`config.mk`:
```
export PLATFORM = sky130hd
export DESIGN_NAME = ppc_bank
export DESIGN_NICKNAME = d
export VERILOG_FILES = /design/src/ppc_pkg.sv /design/src/ppc_bank.sv
export SDC_FILE = /design/constraint.sdc
export NUM_CORES = 1
export LEC_CHECK = 0
export ABC_AREA = 0
export BUFFER_PORTS_ARGS = -buffer_cell sky130_fd_sc_hd__buf_2
export CAP_MARGIN = 20
export CELL_PAD_IN_SITES_DETAIL_PLACEMENT = 0
export CELL_PAD_IN_SITES_GLOBAL_PLACEMENT = 1
export CORE_MARGIN = 5
export CORE_UTILIZATION = 35
export DETAILED_ROUTE_END_ITERATION = 8
export PLACE_DENSITY_LB_ADDON = 0.1
export SYNTH_ARGS = -nofsm -noshare
export SYNTH_HDL_FRONTEND = slang
export SYNTH_SLANG_ARGS = --single-unit
```
`constraint.sdc`:
```
create_clock -name hclk -period 10.4 [get_ports hclk]
set_input_delay 1.04 -clock hclk [delete_from_list [all_inputs] [get_ports hclk]]
set_output_delay 1.04 -clock hclk [all_outputs]
set_load 0.005 [all_outputs]
```
`src/ppc_pkg.sv`:
```
// constants for the port pad control bank
package ppc_pkg;
  // register indices, byte address is four times the index
  localparam int unsigned IDX_W = 6;
  localparam logic [5:0] IX_LVL_A = 6'h00;
  localparam logic [5:0] IX_LVL_B = 6'h01;
  localparam logic [5:0] IX_LVL_C = 6'h02;
  localparam logic [5:0] IX_LVL_E = 6'h03;
  localparam logic [5:0] IX_DIR_A = 6'h04;
  localparam logic [5:0] IX_DIR_C = 6'h06;
  localparam logic [5:0] IX_LAT_A = 6'h07;
  localparam logic [5:0] IX_LAT_B = 6'h08;
  localparam logic [5:0] IX_LAT_C = 6'h09;
  localparam logic [5:0] IX_ANS_A = 6'h0a;
  localparam logic [5:0] IX_ANS_C = 6'h0c;
  localparam logic [5:0] IX_WPU_A = 6'h0d;
  localparam logic [5:0] IX_WPU_B = 6'h0e;
  localparam logic [5:0] IX_WPU_C = 6'h0f;
  localparam logic [5:0] IX_WPU_E = 6'h10;
  localparam logic [5:0] IX_ODC_A = 6'h11;
  localparam logic [5:0] IX_ODC_B = 6'h12;
  localparam logic [5:0] IX_ODC_C = 6'h13;
  localparam logic [5:0] IX_SLR_A = 6'h14;
  localparam logic [5:0] IX_INL_A = 6'h17;
  localparam logic [5:0] IX_INL_E = 6'h1a;
  localparam logic [5:0] IX_TW_B1 = 6'h1b;
  localparam logic [5:0] IX_TW_B2 = 6'h1c;
  localparam logic [5:0] IX_TW_C3 = 6'h1d;
  localparam logic [5:0] IX_TW_C4 = 6'h1e;
  localparam logic [5:0] IX_CDP_A = 6'h1f;
  localparam logic [5:0] IX_CDN_A = 6'h22;
  localparam logic [5:0] IX_LAST = 6'h24;
  localparam int unsigned NREG = 37;
  // offset from a pin level index to its output latch index
  localparam logic [5:0] LVL_TO_LAT = 6'h07;
  // implemented bit masks
  localparam logic [7:0] MASK_FULL = 8'hff;
  localparam logic [7:0] MASK_E3 = 8'h08;
  localparam logic [7:0] MASK_TW = 8'h73;
  // pad two-wire config fields
  localparam int unsigned TW_EDGE_RATE_SELECT_BIT = 6;
  localparam int unsigned TW_PU_LSB = 4;
  localparam int unsigned TW_TH_LSB = 0;
  localparam logic [1:0] TW_TH_NORMAL = 2'h0;
  // bit positions of special pins
  localparam int unsigned E3_BIT = 3;
  localparam int unsigned B6_BIT = 6;
  localparam int unsigned B7_BIT = 7;
  // reset values
  localparam logic [7:0] RST_DIR = 8'hff;
  localparam logic [7:0] RST_DEF = 8'h00;
  localparam logic [7:0] RST_WPU = 8'h00;
  // bus constants
  localparam logic [1:0] HTRANS_NONSEQ = 2'h2;
  localparam logic [1:0] HRESP_OKAY = 2'h0;
  localparam int unsigned ADDR_HI_LSB = 8;
endpackage

```
`src/ppc_bank.sv`:
```
// port pad control bank with an ahb-lite register slave
//
// The placing of the registers and the AHB-Lite interface to the registers are this design's own decisions.
`timescale 1ns/1ps
module ppc_bank (
  // clock and reset
  input wire logic hclk,
  input wire logic hresetn,
  // ahb-lite slave
  input wire logic hsel,
  input wire logic [31:0] haddr,
  input wire logic [1:0] htrans,
  input wire logic hwrite,
  input wire logic [2:0] hsize,
  input wire logic [31:0] hwdata,
  input wire logic hready,
  output logic [31:0] hrdata,
  output logic hreadyout,
  output logic [1:0] hresp,
  // device state
  input wire logic ext_reset_pin_enable,
  input wire logic debug_mode,
  // pad inputs
  input wire logic [7:0] pin_a_in,
  input wire logic [7:0] pin_b_in,
  input wire logic [7:0] pin_c_in,
  input wire logic port_e_pin3_in,
  input wire logic schmitt_input_b1,
  input wire logic schmitt_input_b2,
  input wire logic schmitt_input_c3,
  input wire logic schmitt_input_c4,
  // pad drive
  output logic [7:0] pin_a_out,
  output logic [7:0] pin_b_out,
  output logic [7:0] pin_c_out,
  output logic [7:0] pin_a_oe_n,
  output logic [7:0] pin_b_oe_n,
  output logic [7:0] pin_c_oe_n,
  // pad configuration
  output logic [7:0] pullup_enable_a,
  output logic [7:0] pullup_enable_b,
  output logic [7:0] pullup_enable_c,
  output logic pullup_e_pin3,
  output logic [7:0] analog_sel_a,
  output logic [7:0] analog_sel_b,
  output logic [7:0] analog_sel_c,
  output logic [7:0] edge_rate_select_a,
  output logic [7:0] edge_rate_select_b,
  output logic [7:0] edge_rate_select_c,
  output logic [7:0] in_level_a,
  output logic [7:0] in_level_b,
  output logic [7:0] in_level_c,
  output logic in_level_e3,
  output logic [7:0] pad_twowire_config_b1,
  output logic [7:0] pad_twowire_config_b2,
  output logic [7:0] pad_twowire_config_c3,
  output logic [7:0] pad_twowire_config_c4,
  output logic [7:0] drive_pos_a,
  output logic [7:0] drive_pos_b,
  output logic [7:0] drive_pos_c,
  output logic [7:0] drive_neg_a,
  output logic [7:0] drive_neg_b,
  output logic [7:0] drive_neg_c
);

  ////////////////////////////////////////////////////////////////////////////
  // helpers

  // implemented bits of each register
  function automatic logic [7:0] impl_mask(input logic [5:0] ix);
    logic [7:0] m;
    m = ppc_pkg::MASK_FULL;
    if (ix == ppc_pkg::IX_LVL_E || ix == ppc_pkg::IX_WPU_E ||
        ix == ppc_pkg::IX_INL_E) begin
      m = ppc_pkg::MASK_E3;
    end else if (ix >= ppc_pkg::IX_TW_B1 && ix <= ppc_pkg::IX_TW_C4) begin
      m = ppc_pkg::MASK_TW;
    end else if (ix > ppc_pkg::IX_LAST) begin
      m = 8'h00;
    end
    return m;
  endfunction

  // reset value of each register
  function automatic logic [7:0] rst_val(input logic [5:0] ix);
    logic [7:0] v;
    v = ppc_pkg::RST_DEF;
    if (ix >= ppc_pkg::IX_DIR_A && ix <= ppc_pkg::IX_DIR_C) begin
      v = ppc_pkg::RST_DIR;
    end else if (ix >= ppc_pkg::IX_WPU_A && ix <= ppc_pkg::IX_WPU_E) begin
      v = ppc_pkg::RST_WPU;
    end
    return v;
  endfunction

  // read path of a two-wire capable pad
  function automatic logic pad_read(input logic [7:0] cfg, input logic norm,
                                    input logic st);
    return (cfg[ppc_pkg::TW_TH_LSB +: 2] != ppc_pkg::TW_TH_NORMAL) ?
           st : norm;
  endfunction

  ////////////////////////////////////////////////////////////////////////////
  // pin synchronisers

  logic [7:0] a_s1_r, a_s2_r, b_s1_r, b_s2_r, c_s1_r, c_s2_r;
  logic [4:0] x_s1_r, x_s2_r;

  always_ff @(posedge hclk or negedge hresetn) begin
    if (!hresetn) begin
      a_s1_r <= 8'h00;
      a_s2_r <= 8'h00;
      b_s1_r <= 8'h00;
      b_s2_r <= 8'h00;
      c_s1_r <= 8'h00;
      c_s2_r <= 8'h00;
      x_s1_r <= 5'h00;
      x_s2_r <= 5'h00;
    end else begin
      a_s1_r <= pin_a_in;
      a_s2_r <= a_s1_r;
      b_s1_r <= pin_b_in;
      b_s2_r <= b_s1_r;
      c_s1_r <= pin_c_in;
      c_s2_r <= c_s1_r;
      x_s1_r <= {schmitt_input_c4, schmitt_input_c3, schmitt_input_b2,
                 schmitt_input_b1, port_e_pin3_in};
      x_s2_r <= x_s1_r;
    end
  end

  ////////////////////////////////////////////////////////////////////////////
  // bus decode

  logic [7:0] regs_r [ppc_pkg::NREG];
  logic [7:0] regs_nxt [ppc_pkg::NREG];
  logic wr_pend_r;
  logic [5:0] wr_ix_r;

  wire addr_ph = hsel & hready & (htrans == ppc_pkg::HTRANS_NONSEQ);
  wire [5:0] a_ix = haddr[7:2];
  wire a_hit = (haddr[31:ppc_pkg::ADDR_HI_LSB] == 24'h000000) &
               (haddr[1:0] == 2'h0) & (a_ix <= ppc_pkg::IX_LAST);
  wire lvl_w = (wr_ix_r <= ppc_pkg::IX_LVL_C);
  wire [5:0] w_tgt = lvl_w ? 6'(wr_ix_r + ppc_pkg::LVL_TO_LAT) : wr_ix_r;
  wire w_ok = wr_pend_r & (wr_ix_r != ppc_pkg::IX_LVL_E);

  always_comb begin
    for (int i = 0; i < ppc_pkg::NREG; i++) begin
      regs_nxt[i] = regs_r[i];
    end
    if (w_ok) begin
      regs_nxt[w_tgt] = (hwdata[7:0] & impl_mask(w_tgt)) |
                        (regs_r[w_tgt] & ~impl_mask(w_tgt));
    end
  end

  always_ff @(posedge hclk or negedge hresetn) begin
    if (!hresetn) begin
      for (int i = 0; i < ppc_pkg::NREG; i++) begin
        regs_r[i] <= rst_val(6'(i));
      end
    end else begin
      for (int i = 0; i < ppc_pkg::NREG; i++) begin
        regs_r[i] <= regs_nxt[i];
      end
    end
  end

  always_ff @(posedge hclk or negedge hresetn) begin
    if (!hresetn) begin
      wr_pend_r <= 1'b0;
      wr_ix_r <= 6'h00;
    end else begin
      wr_pend_r <= addr_ph & hwrite & a_hit;
      wr_ix_r <= a_ix;
    end
  end

  ////////////////////////////////////////////////////////////////////////////
  // read path

  wire [7:0] lvl_a = a_s2_r;
  wire [7:0] b_raw = {b_s2_r[7:3],
                      pad_read(regs_r[ppc_pkg::IX_TW_B2], b_s2_r[2],
                               x_s2_r[2]),
                      pad_read(regs_r[ppc_pkg::IX_TW_B1], b_s2_r[1],
                               x_s2_r[1]),
                      b_s2_r[0]};
  wire [7:0] lvl_b = debug_mode ?
                     (b_raw | (8'h01 << ppc_pkg::B6_BIT) |
                      (8'h01 << ppc_pkg::B7_BIT)) : b_raw;
  wire [7:0] lvl_c = {c_s2_r[7:5],
                      pad_read(regs_r[ppc_pkg::IX_TW_C4], c_s2_r[4],
                               x_s2_r[4]),
                      pad_read(regs_r[ppc_pkg::IX_TW_C3], c_s2_r[3],
                               x_s2_r[3]),
                      c_s2_r[2:0]};
  wire e3_lvl = ext_reset_pin_enable | x_s2_r[0];
  wire [7:0] lvl_e = {4'h0, e3_lvl, 3'h0};
  wire [7:0] reg_rd = (a_ix <= ppc_pkg::IX_LAST) ?
                      (regs_nxt[a_ix] & impl_mask(a_ix)) : 8'h00;
  wire [7:0] rd_val = !a_hit ? 8'h00 :
                      (a_ix == ppc_pkg::IX_LVL_A) ? lvl_a :
                      (a_ix == ppc_pkg::IX_LVL_B) ? lvl_b :
                      (a_ix == ppc_pkg::IX_LVL_C) ? lvl_c :
                      (a_ix == ppc_pkg::IX_LVL_E) ? lvl_e : reg_rd;

  always_ff @(posedge hclk or negedge hresetn) begin
    if (!hresetn) begin
      hrdata <= 32'h00000000;
      hreadyout <= 1'b0;
      hresp <= ppc_pkg::HRESP_OKAY;
    end else begin
      hreadyout <= 1'b1;
      hresp <= ppc_pkg::HRESP_OKAY;
      if (addr_ph && !hwrite) begin
        hrdata <= {24'h000000, rd_val};
      end
    end
  end

  ////////////////////////////////////////////////////////////////////////////
  // pad drive

  wire [7:0] oen_a = regs_nxt[ppc_pkg::IX_DIR_A] |
                     (regs_nxt[ppc_pkg::IX_ODC_A] & regs_nxt[ppc_pkg::IX_LAT_A]);
  wire [7:0] oen_b = regs_nxt[ppc_pkg::IX_DIR_A + 6'h01] |
                     (regs_nxt[ppc_pkg::IX_ODC_B] & regs_nxt[ppc_pkg::IX_LAT_B]);
  wire [7:0] oen_c = regs_nxt[ppc_pkg::IX_DIR_C] |
                     (regs_nxt[ppc_pkg::IX_ODC_C] & regs_nxt[ppc_pkg::IX_LAT_C]);
  wire pu_e3 = regs_nxt[ppc_pkg::IX_WPU_E][ppc_pkg::E3_BIT] |
               ext_reset_pin_enable;

  always_ff @(posedge hclk or negedge hresetn) begin
    if (!hresetn) begin
      pin_a_oe_n <= 8'hff;
      pin_b_oe_n <= 8'hff;
      pin_c_oe_n <= 8'hff;
      pullup_e_pin3 <= 1'b0;
    end else begin
      pin_a_oe_n <= oen_a;
      pin_b_oe_n <= oen_b;
      pin_c_oe_n <= oen_c;
      pullup_e_pin3 <= pu_e3;
    end
  end

  assign pin_a_out = regs_r[ppc_pkg::IX_LAT_A];
  assign pin_b_out = regs_r[ppc_pkg::IX_LAT_B];
  assign pin_c_out = regs_r[ppc_pkg::IX_LAT_C];
  assign pullup_enable_a = regs_r[ppc_pkg::IX_WPU_A];
  assign pullup_enable_b = regs_r[ppc_pkg::IX_WPU_B];
  assign pullup_enable_c = regs_r[ppc_pkg::IX_WPU_C];
  assign analog_sel_a = regs_r[ppc_pkg::IX_ANS_A];
  assign analog_sel_b = regs_r[ppc_pkg::IX_ANS_A + 6'h01];
  assign analog_sel_c = regs_r[ppc_pkg::IX_ANS_C];
  assign edge_rate_select_a = regs_r[ppc_pkg::IX_SLR_A];
  assign edge_rate_select_b = regs_r[ppc_pkg::IX_SLR_A + 6'h01];
  assign edge_rate_select_c = regs_r[ppc_pkg::IX_SLR_A + 6'h02];
  assign in_level_a = regs_r[ppc_pkg::IX_INL_A];
  assign in_level_b = regs_r[ppc_pkg::IX_INL_A + 6'h01];
  assign in_level_c = regs_r[ppc_pkg::IX_INL_A + 6'h02];
  assign in_level_e3 = regs_r[ppc_pkg::IX_INL_E][ppc_pkg::E3_BIT];
  assign pad_twowire_config_b1 = regs_r[ppc_pkg::IX_TW_B1];
  assign pad_twowire_config_b2 = regs_r[ppc_pkg::IX_TW_B2];
  assign pad_twowire_config_c3 = regs_r[ppc_pkg::IX_TW_C3];
  assign pad_twowire_config_c4 = regs_r[ppc_pkg::IX_TW_C4];
  assign drive_pos_a = regs_r[ppc_pkg::IX_CDP_A];
  assign drive_pos_b = regs_r[ppc_pkg::IX_CDP_A + 6'h01];
  assign drive_pos_c = regs_r[ppc_pkg::IX_CDP_A + 6'h02];
  assign drive_neg_a = regs_r[ppc_pkg::IX_CDN_A];
  assign drive_neg_b = regs_r[ppc_pkg::IX_CDN_A + 6'h01];
  assign drive_neg_c = regs_r[ppc_pkg::IX_CDN_A + 6'h02];

endmodule

```
==> impl_results.md, run 1 <==
- Vias in the first global route: 19.4k
- Drt pass-1 iters: 6
- Slew headroom: ~11%
- Chip Width: roughly 260 um
- PortBufs: roughly 310
- Drt wl/cell: roughly 35 um
- Synth Flop Type: dfrtp_1
- CTS tree: built
- Seq pwr share: between 40% and 50%
- Async SR Flop Fraction: 100%
- Sequential area share after synthesis: a little under half
- Iteration-0 DRC Markers: 2359
- Post-detailed-route count of antenna-violating nets: 0
- Tightest Hold Check Type: flop to flop
- Clock latency on the worst-skew pair: between 0.6 and 0.7 ns
- Crit path kind: flop to flop
- Uppermost layer routed: met5
- Largest Register: regs_r
- Distinct cells, synth: 86
- Crit path DAT: ~7.9 ns
- Sw frac: between 20 and 30%
- Max reg flops: 95
- Reg2Reg Setup Slack: roughly 3.0 ns
- DIE AREA: around 0.068 mm2
- CP max FO: 45
- Power Density: about 150 mW/mm2
- CP endpoint kind: flop
- Avg Vias per Cell: 6.01
- Commonest cells after routing, fill and taps aside: dfrtp_1, buf_2, nand2_1
- Commonest non-fill, non-tap cell in the layout: dfrtp_1
- Tot GR Track Use: 32.8%
- CP required: around 11 ns
- DR WL met3: around 9800 um
- Register area: 0.00994 mm2
- Clk sink count: approximately 400
- Internal cell power: 0.00275 W
- Number of flops mapped to enable cells by yosys: 0
- Initial antenna violation count: 9
- Mean Syn Cell Area: 9.26 um2
- Rows: 91
- Critical Path Start Type: flop
- Postcts setup bufs: 0
- Multi-input combinational cell area: 0.00941 mm2
- Setup violators final: 0
- # fillers: 6291
- Fraction of layout cells with a size suffix above 1: a little over a quarter
- Hold_ws: 0.346 ns
- Routability cong.: roughly 0.97
- Slew Viols, Final: 0
- Outcome: complete, no violations
- Routed WL: ~110000 um
- Met2 WL: 51000 um
- Die height: around 260 um
- Endpoints failing hold: 0
- Core Box Area: 0.0619 mm2
- Largest net degree at the start of global routing: 150
- Register bit total from synthesis: 395
- Worst Skew: around 0.020 ns
- Root buf cell: clkbuf_16
- Initial Utilization: 35.5%
- Clk network pwr share: between 40% and 50%
- Mapped cell area: 0.0220 mm2
- Clock Tree Buf Depth: 3
- I/O pins: between 300 and 400
- Antenna cell count: 0
- CTS Hold Bufs: 0
- CTS Buf Count: 47
- Fmax: around 130 MHz
- Drt drc: 0
- Slew @ Worst Pin: approximately 1.3 ns
- H-tree lvl count: 2
- Vias: 19.9k
- GRT overflow: 0
- Detailed placement HPWL: 82800 um
- M1 WL: 47200 um
- Fin crit period: between 7 and 8 ns
- Clock transition at path regs: 0.06 ns
- RSZ-0062 raised after global routing: false
- Area Growth Syn to Fin: 12.3%
- Final worst-path cycle share: a little under three quarters
- Gate Count Post-Synth: between 2k and 2.5k
- Setup TNS Final: 0 ns
- Max rail drop VDD: around 0.12 mV
- First-pass GRT wire length: 157000 um
- Nets: about 2.5k
- LEAKAGE: roughly 11 nW
- Yosys warns: 0
- Post-CTS resize count: 0
- Comb pwr share: a little over a tenth
- Switching power: 0.00103 W
- Max-cap violations: 0
-- stage by stage --
stage          total power, W  instance area [um2]  cells  utilization [%]  worst slack [ns]
2_1_floorplan         0.00177                22100   2400                -              6.00
5_1_grt               0.00387                24700   3302             39.9              3.03
3_3_place_gp          0.00198                23000   3211             37.1              3.65
6_report              0.00377                24700   3302             39.9              2.96
3_5_place_dp          0.00198                23000   3211             37.1              3.50
4_1_cts               0.00378                24600   3298             39.8              3.49
-- worst max-delay path, cell delays in order, from the launching register on --
cell	delay [ns]
dfrtp_1	0.35
buf_4	0.30
inv_1	0.12
buf_4	0.38
ha_1	0.23
buf_4	0.20
nand2b_1	0.50
nand3_1	0.57
nand2_2	0.97
nand3_1	1.13
buf_4	0.51
nor2_1	0.13
a21oi_1	0.07
mux4_2	0.57
a2111oi_0	0.64
a2bb2oi_1	0.56
-- final timing paths --
kind	start	endpoint	cells past startpoint
min	x_s1_r[0]	x_s2_r[0]	0
max	wr_ix_r[0]	hrdata[0]	15
min reg2reg	x_s1_r[0]	x_s2_r[0]	0
max in group asynchronous	hresetn	drive_pos_b[7]	3
min in group asynchronous	hresetn	wr_ix_r[3]	1
max reg2reg	wr_ix_r[0]	hrdata[0]	15
-- cells in the mapped netlist (all sizes together), types with 5 or more instances --
cell	instances	area share, %
a21o	31	1.1
o21a	13	0.44
nand2b	16	0.46
or4	6	0.22
nor2	152	2.7
nor3	50	1.4
nor4	17	0.54
nand4	15	0.43
clkbuf	172	2.9
a211o	9	0.40
a31oi	29	0.83
nor2b	10	0.28
and3	21	0.60
or2	15	0.43
a221o	5	0.23
o31a	6	0.24
a22oi	8	0.27
dfstp	48	5.7
a221oi	11	0.44
o32ai	7	0.28
buf	251	8.3
o22ai	26	0.74
a211oi	32	1.1
o211a	6	0.27
o211ai	38	1.3
mux2	38	1.9
nand2	274	4.7
and2	12	0.34
o221ai	34	1.4
o31ai	9	0.31
a2111oi	9	0.36
nand3	69	1.6
inv	85	1.5
a311oi	9	0.36
o2111ai	14	0.56
o21ai	188	4.3
or3	11	0.31
a21oi	119	2.7
dfrtp	347	39
mux4	28	2.9
mux2i	63	2.9
-- cell type report --
type / count / share of cell area, %
Sequential cell: 395 / 40.3
Multi-Input combinational cell: 1495 / 38.1
Timing Repair Buffer: 401 / 9.29
Clock buffer: 70 / 5.60
Tap cell: 837 / 4.24
Inverter: 87 / 1.32
Clock inverter: 17 / 1.19
-- layer usage --
layer / vias to the layer above / GRT usage (%)
li1: 8366 / -
met1: 10100 / 44.8
met2: 1197 / 50.6
met3: 234 / 6.36
met4: 4 / 14.9
met5: - / 1.39
-- power groups by stage --
stage | sequential [W] | clock (W) | combinational (W)
2_1_floorplan | 0.00159 | 0 | 0.000184
3_3_place_gp | 0.00159 | 0 | 0.000394
3_5_place_dp | 0.00159 | 0 | 0.000394
4_1_cts | 0.00156 | 0.00183 | 0.000395
5_1_grt | 0.00156 | 0.00189 | 0.000421
6_report | 0.00156 | 0.00180 | 0.000408
-- logic make-up (layout without fill, tap and decap cells) --
group / count (synthesis) / in the layout / synth area share (%)
AO/OA/AOI/OAI: 652 / 652 / 19.6
XOR/XNOR: 1 / 1 / 0.0398
adder cells (fa/ha/maj): 3 / 3 / 0.171
buffers and inverters: 510 / 575 / 12.7
flip-flops: 395 / 395 / 45.2
multiplexers: 129 / 129 / 7.68
other: 2 / 27 / 0.0342
AND/OR/NAND/NOR: 683 / 683 / 14.5
Note: power is estimated with default switching activity, not from simulation.
==> run 2, diff against run 1 <==
==> constraint.sdc (replaced) <==
create_clock -name hclk -period 7.4 [get_ports hclk]
set_input_delay 0.74 -clock hclk [delete_from_list [all_inputs] [get_ports hclk]]
set_output_delay 0.74 -clock hclk [all_outputs]
set_load 0.005 [all_outputs]
==> run 2 against run 1 <==
Compared with the run above:
- core utilization is 0.42 points higher
- critical path depth is 1 lower
- combinational power is 43% higher
- total power is 41% higher
- largest cell class unchanged
- wire length is 1.6% higher
- sequential power is 40% higher
==> impl_results.md, run 2 (synthesized netlist as in run 1, its figures left out) <==
- Drt pass-1 iters: 6
- Max-cap violations: 0
- CTS Hold Bufs: 0
- Largest net degree at the start of global routing: between 150 and 200
- Setup TNS Final: 0 ns
- Postcts setup bufs: 0
- CP max FO: 16
- LEAKAGE: between 10 and 15 nW
- First-pass GRT wire length: around 160000 um
- Drt drc: 0
- Rows: approximately 90
- Routed WL: 116000 um
- Total power: 0.00533 W
- I/O pins: ~370
- CP required: approximately 7.9 ns
- Initial Utilization: a little over a third
- # fillers: between 6k and 7k
- Critical Path Start Type: flop
- Nets: around 2.6k
- Initial antenna violation count: 5
- Slew @ Worst Pin: roughly 1.3 ns
- Endpoints failing hold: 0
- PortBufs: around 310
- CP startpoint: wr_ix_r[2]
- Launch point of the worst reg-to-reg path: wr_ix_r[2]
- RSZ-0062 raised after global routing: false
- Setup violators final: 0
- Routability cong.: between 1 and 1.5
- Root buf cell: clkbuf_16
- Largest Register: regs_r
- Drt wl/cell: 34.8 um
- Power Density: between 200 and 250 mW/mm2
- Slew Viols, Final: 0
- Slew headroom: approximately 15%
- H-tree lvl count: 2
- Detailed placement HPWL: around 86000 um
- Clock Tree Buf Depth: 3
- Max rail drop VDD: around 0.15 mV
- Clock latency on the worst-skew pair: approximately 0.62 ns
- CTS tree: built
- Fin crit period: approximately 5.7 ns
- Fmax: about 170 MHz
- Reg2Reg Setup Slack: between 1.5 and 2 ns
- Worst Skew: about 0.023 ns
- Tot GR Track Use: around a third
- Crit path DAT: around 6.3 ns
- Die height: between 200 and 300 um
- Tightest Hold Check Type: input pin to async pin
- Register area: 0.00994 mm2
- Post-detailed-route count of antenna-violating nets: 0
- Core Box Area: slightly above 0.06 mm2
- Crit path kind: flop to flop
- Final worst-path cycle share: 77.5%
- Max reg flops: 95
- CP endpoint kind: flop
- DIE AREA: about 0.068 mm2
- Chip Width: about 260 um
- Clk sink count: about 400
- Commonest cells after routing, fill and taps aside: dfrtp_1, buf_2, nand2_1
- Vias in the first global route: 19.9k
- R2R cell count: 14
- Iteration-0 DRC Markers: between 2k and 3k
- Vias: between 20k and 25k
- Clock transition at path regs: roughly 0.060 ns
- Commonest non-fill, non-tap cell in the layout: dfrtp_1
- Outcome: complete, no violations
- Area Growth Syn to Fin: 13.5%
- Fraction of layout cells with a size suffix above 1: ~27%
- CTS Buf Count: a little under 50
- Reg-to-Reg End: hrdata[1]
- Post-CTS resize count: 0
- Avg Vias per Cell: 6.04
- Multi-input combinational cell area: 0.00941 mm2
- GRT overflow: 0
-- run 2: changes by cell type in the layout (fill, tap and decap cells not counted), sizes merged --
cell / change
buf: +32
diode: +1
clkinv: +5
clkbuf: -3
bufinv: -1
inv: +3
-- run 2: final cells by class --
class / count / area share, %
clock inverter: 24 / 1.27
timing repair buffer: 432 / 10.2
sequential: 395 / 39.8
multi-input combinational: 1495 / 37.7
antenna: 1 / 0.0100
tap: 837 / 4.20
inverter: 87 / 1.31
clock buffer: 68 / 5.48
-- run 2: routing by layer --
| layer | up-vias | GRT usage [%] | share of wire, % |
|---|---|---|---|
| met2 | 1242 | 51.5 | 44 |
| met3 | 256 | 6.66 | 9.1 |
| li1 | 8442 | - | - |
| met1 | 10200 | 44.9 | 40 |
| met5 | - | 0 | 0.023 |
| met4 | 4 | 16.7 | 6.1 |
-- run 2: critical path, stage by stage (launching register included) --
cell and delay [ns]:
dfrtp_1 0.56, buf_4 0.30, nor4_4 0.89, buf_4 0.32, o21ai_0 0.13, a32oi_1 0.98, buf_4 0.34, nor3_4 0.10
mux2i_1 0.15, mux4_2 0.49, a22oi_1 0.40, o311a_1 0.44, o211ai_1 0.18, o21ai_0 0.18, buf_4 0.18
-- run 2: how the worst max path moves through the flow --
stage,to,slack (ns),depth (start not counted)
6_report,hrdata[1],1.67,14
5_1_grt,hrdata[2],1.67,13
3_3_place_gp,hrdata[1],1.91,15
4_1_cts,hrdata[1],1.85,14
3_5_place_dp,hrdata[1],1.90,14
2_1_floorplan,hrdata[0],3.00,16
-- run 2: report_power, final --
part           leakage [nW]  internal (W)  total (W)  switching (W)
clock                 0.821       0.00151    0.00255        0.00104
combinational          6.16      0.000145   0.000585       0.000440
sequential             4.34       0.00218    0.00219     0.00000923
total                  11.3       0.00384    0.00533        0.00149
-- run 2: through the flow --
step                      area, um2  hold WS (ns)  worst slack (ns)  instances  utilization (%)
after floorplan               22100         0.331              3.00       2400                -
after global placement        23200         0.332              1.91       3245             37.5
after detailed placement      23300         0.335              1.90       3246             37.6
after CTS                     25000         0.190              1.85       3338             40.3
after global routing          25000         0.219              1.67       3338             40.3
final                         25000         0.143              1.67       3339             40.3
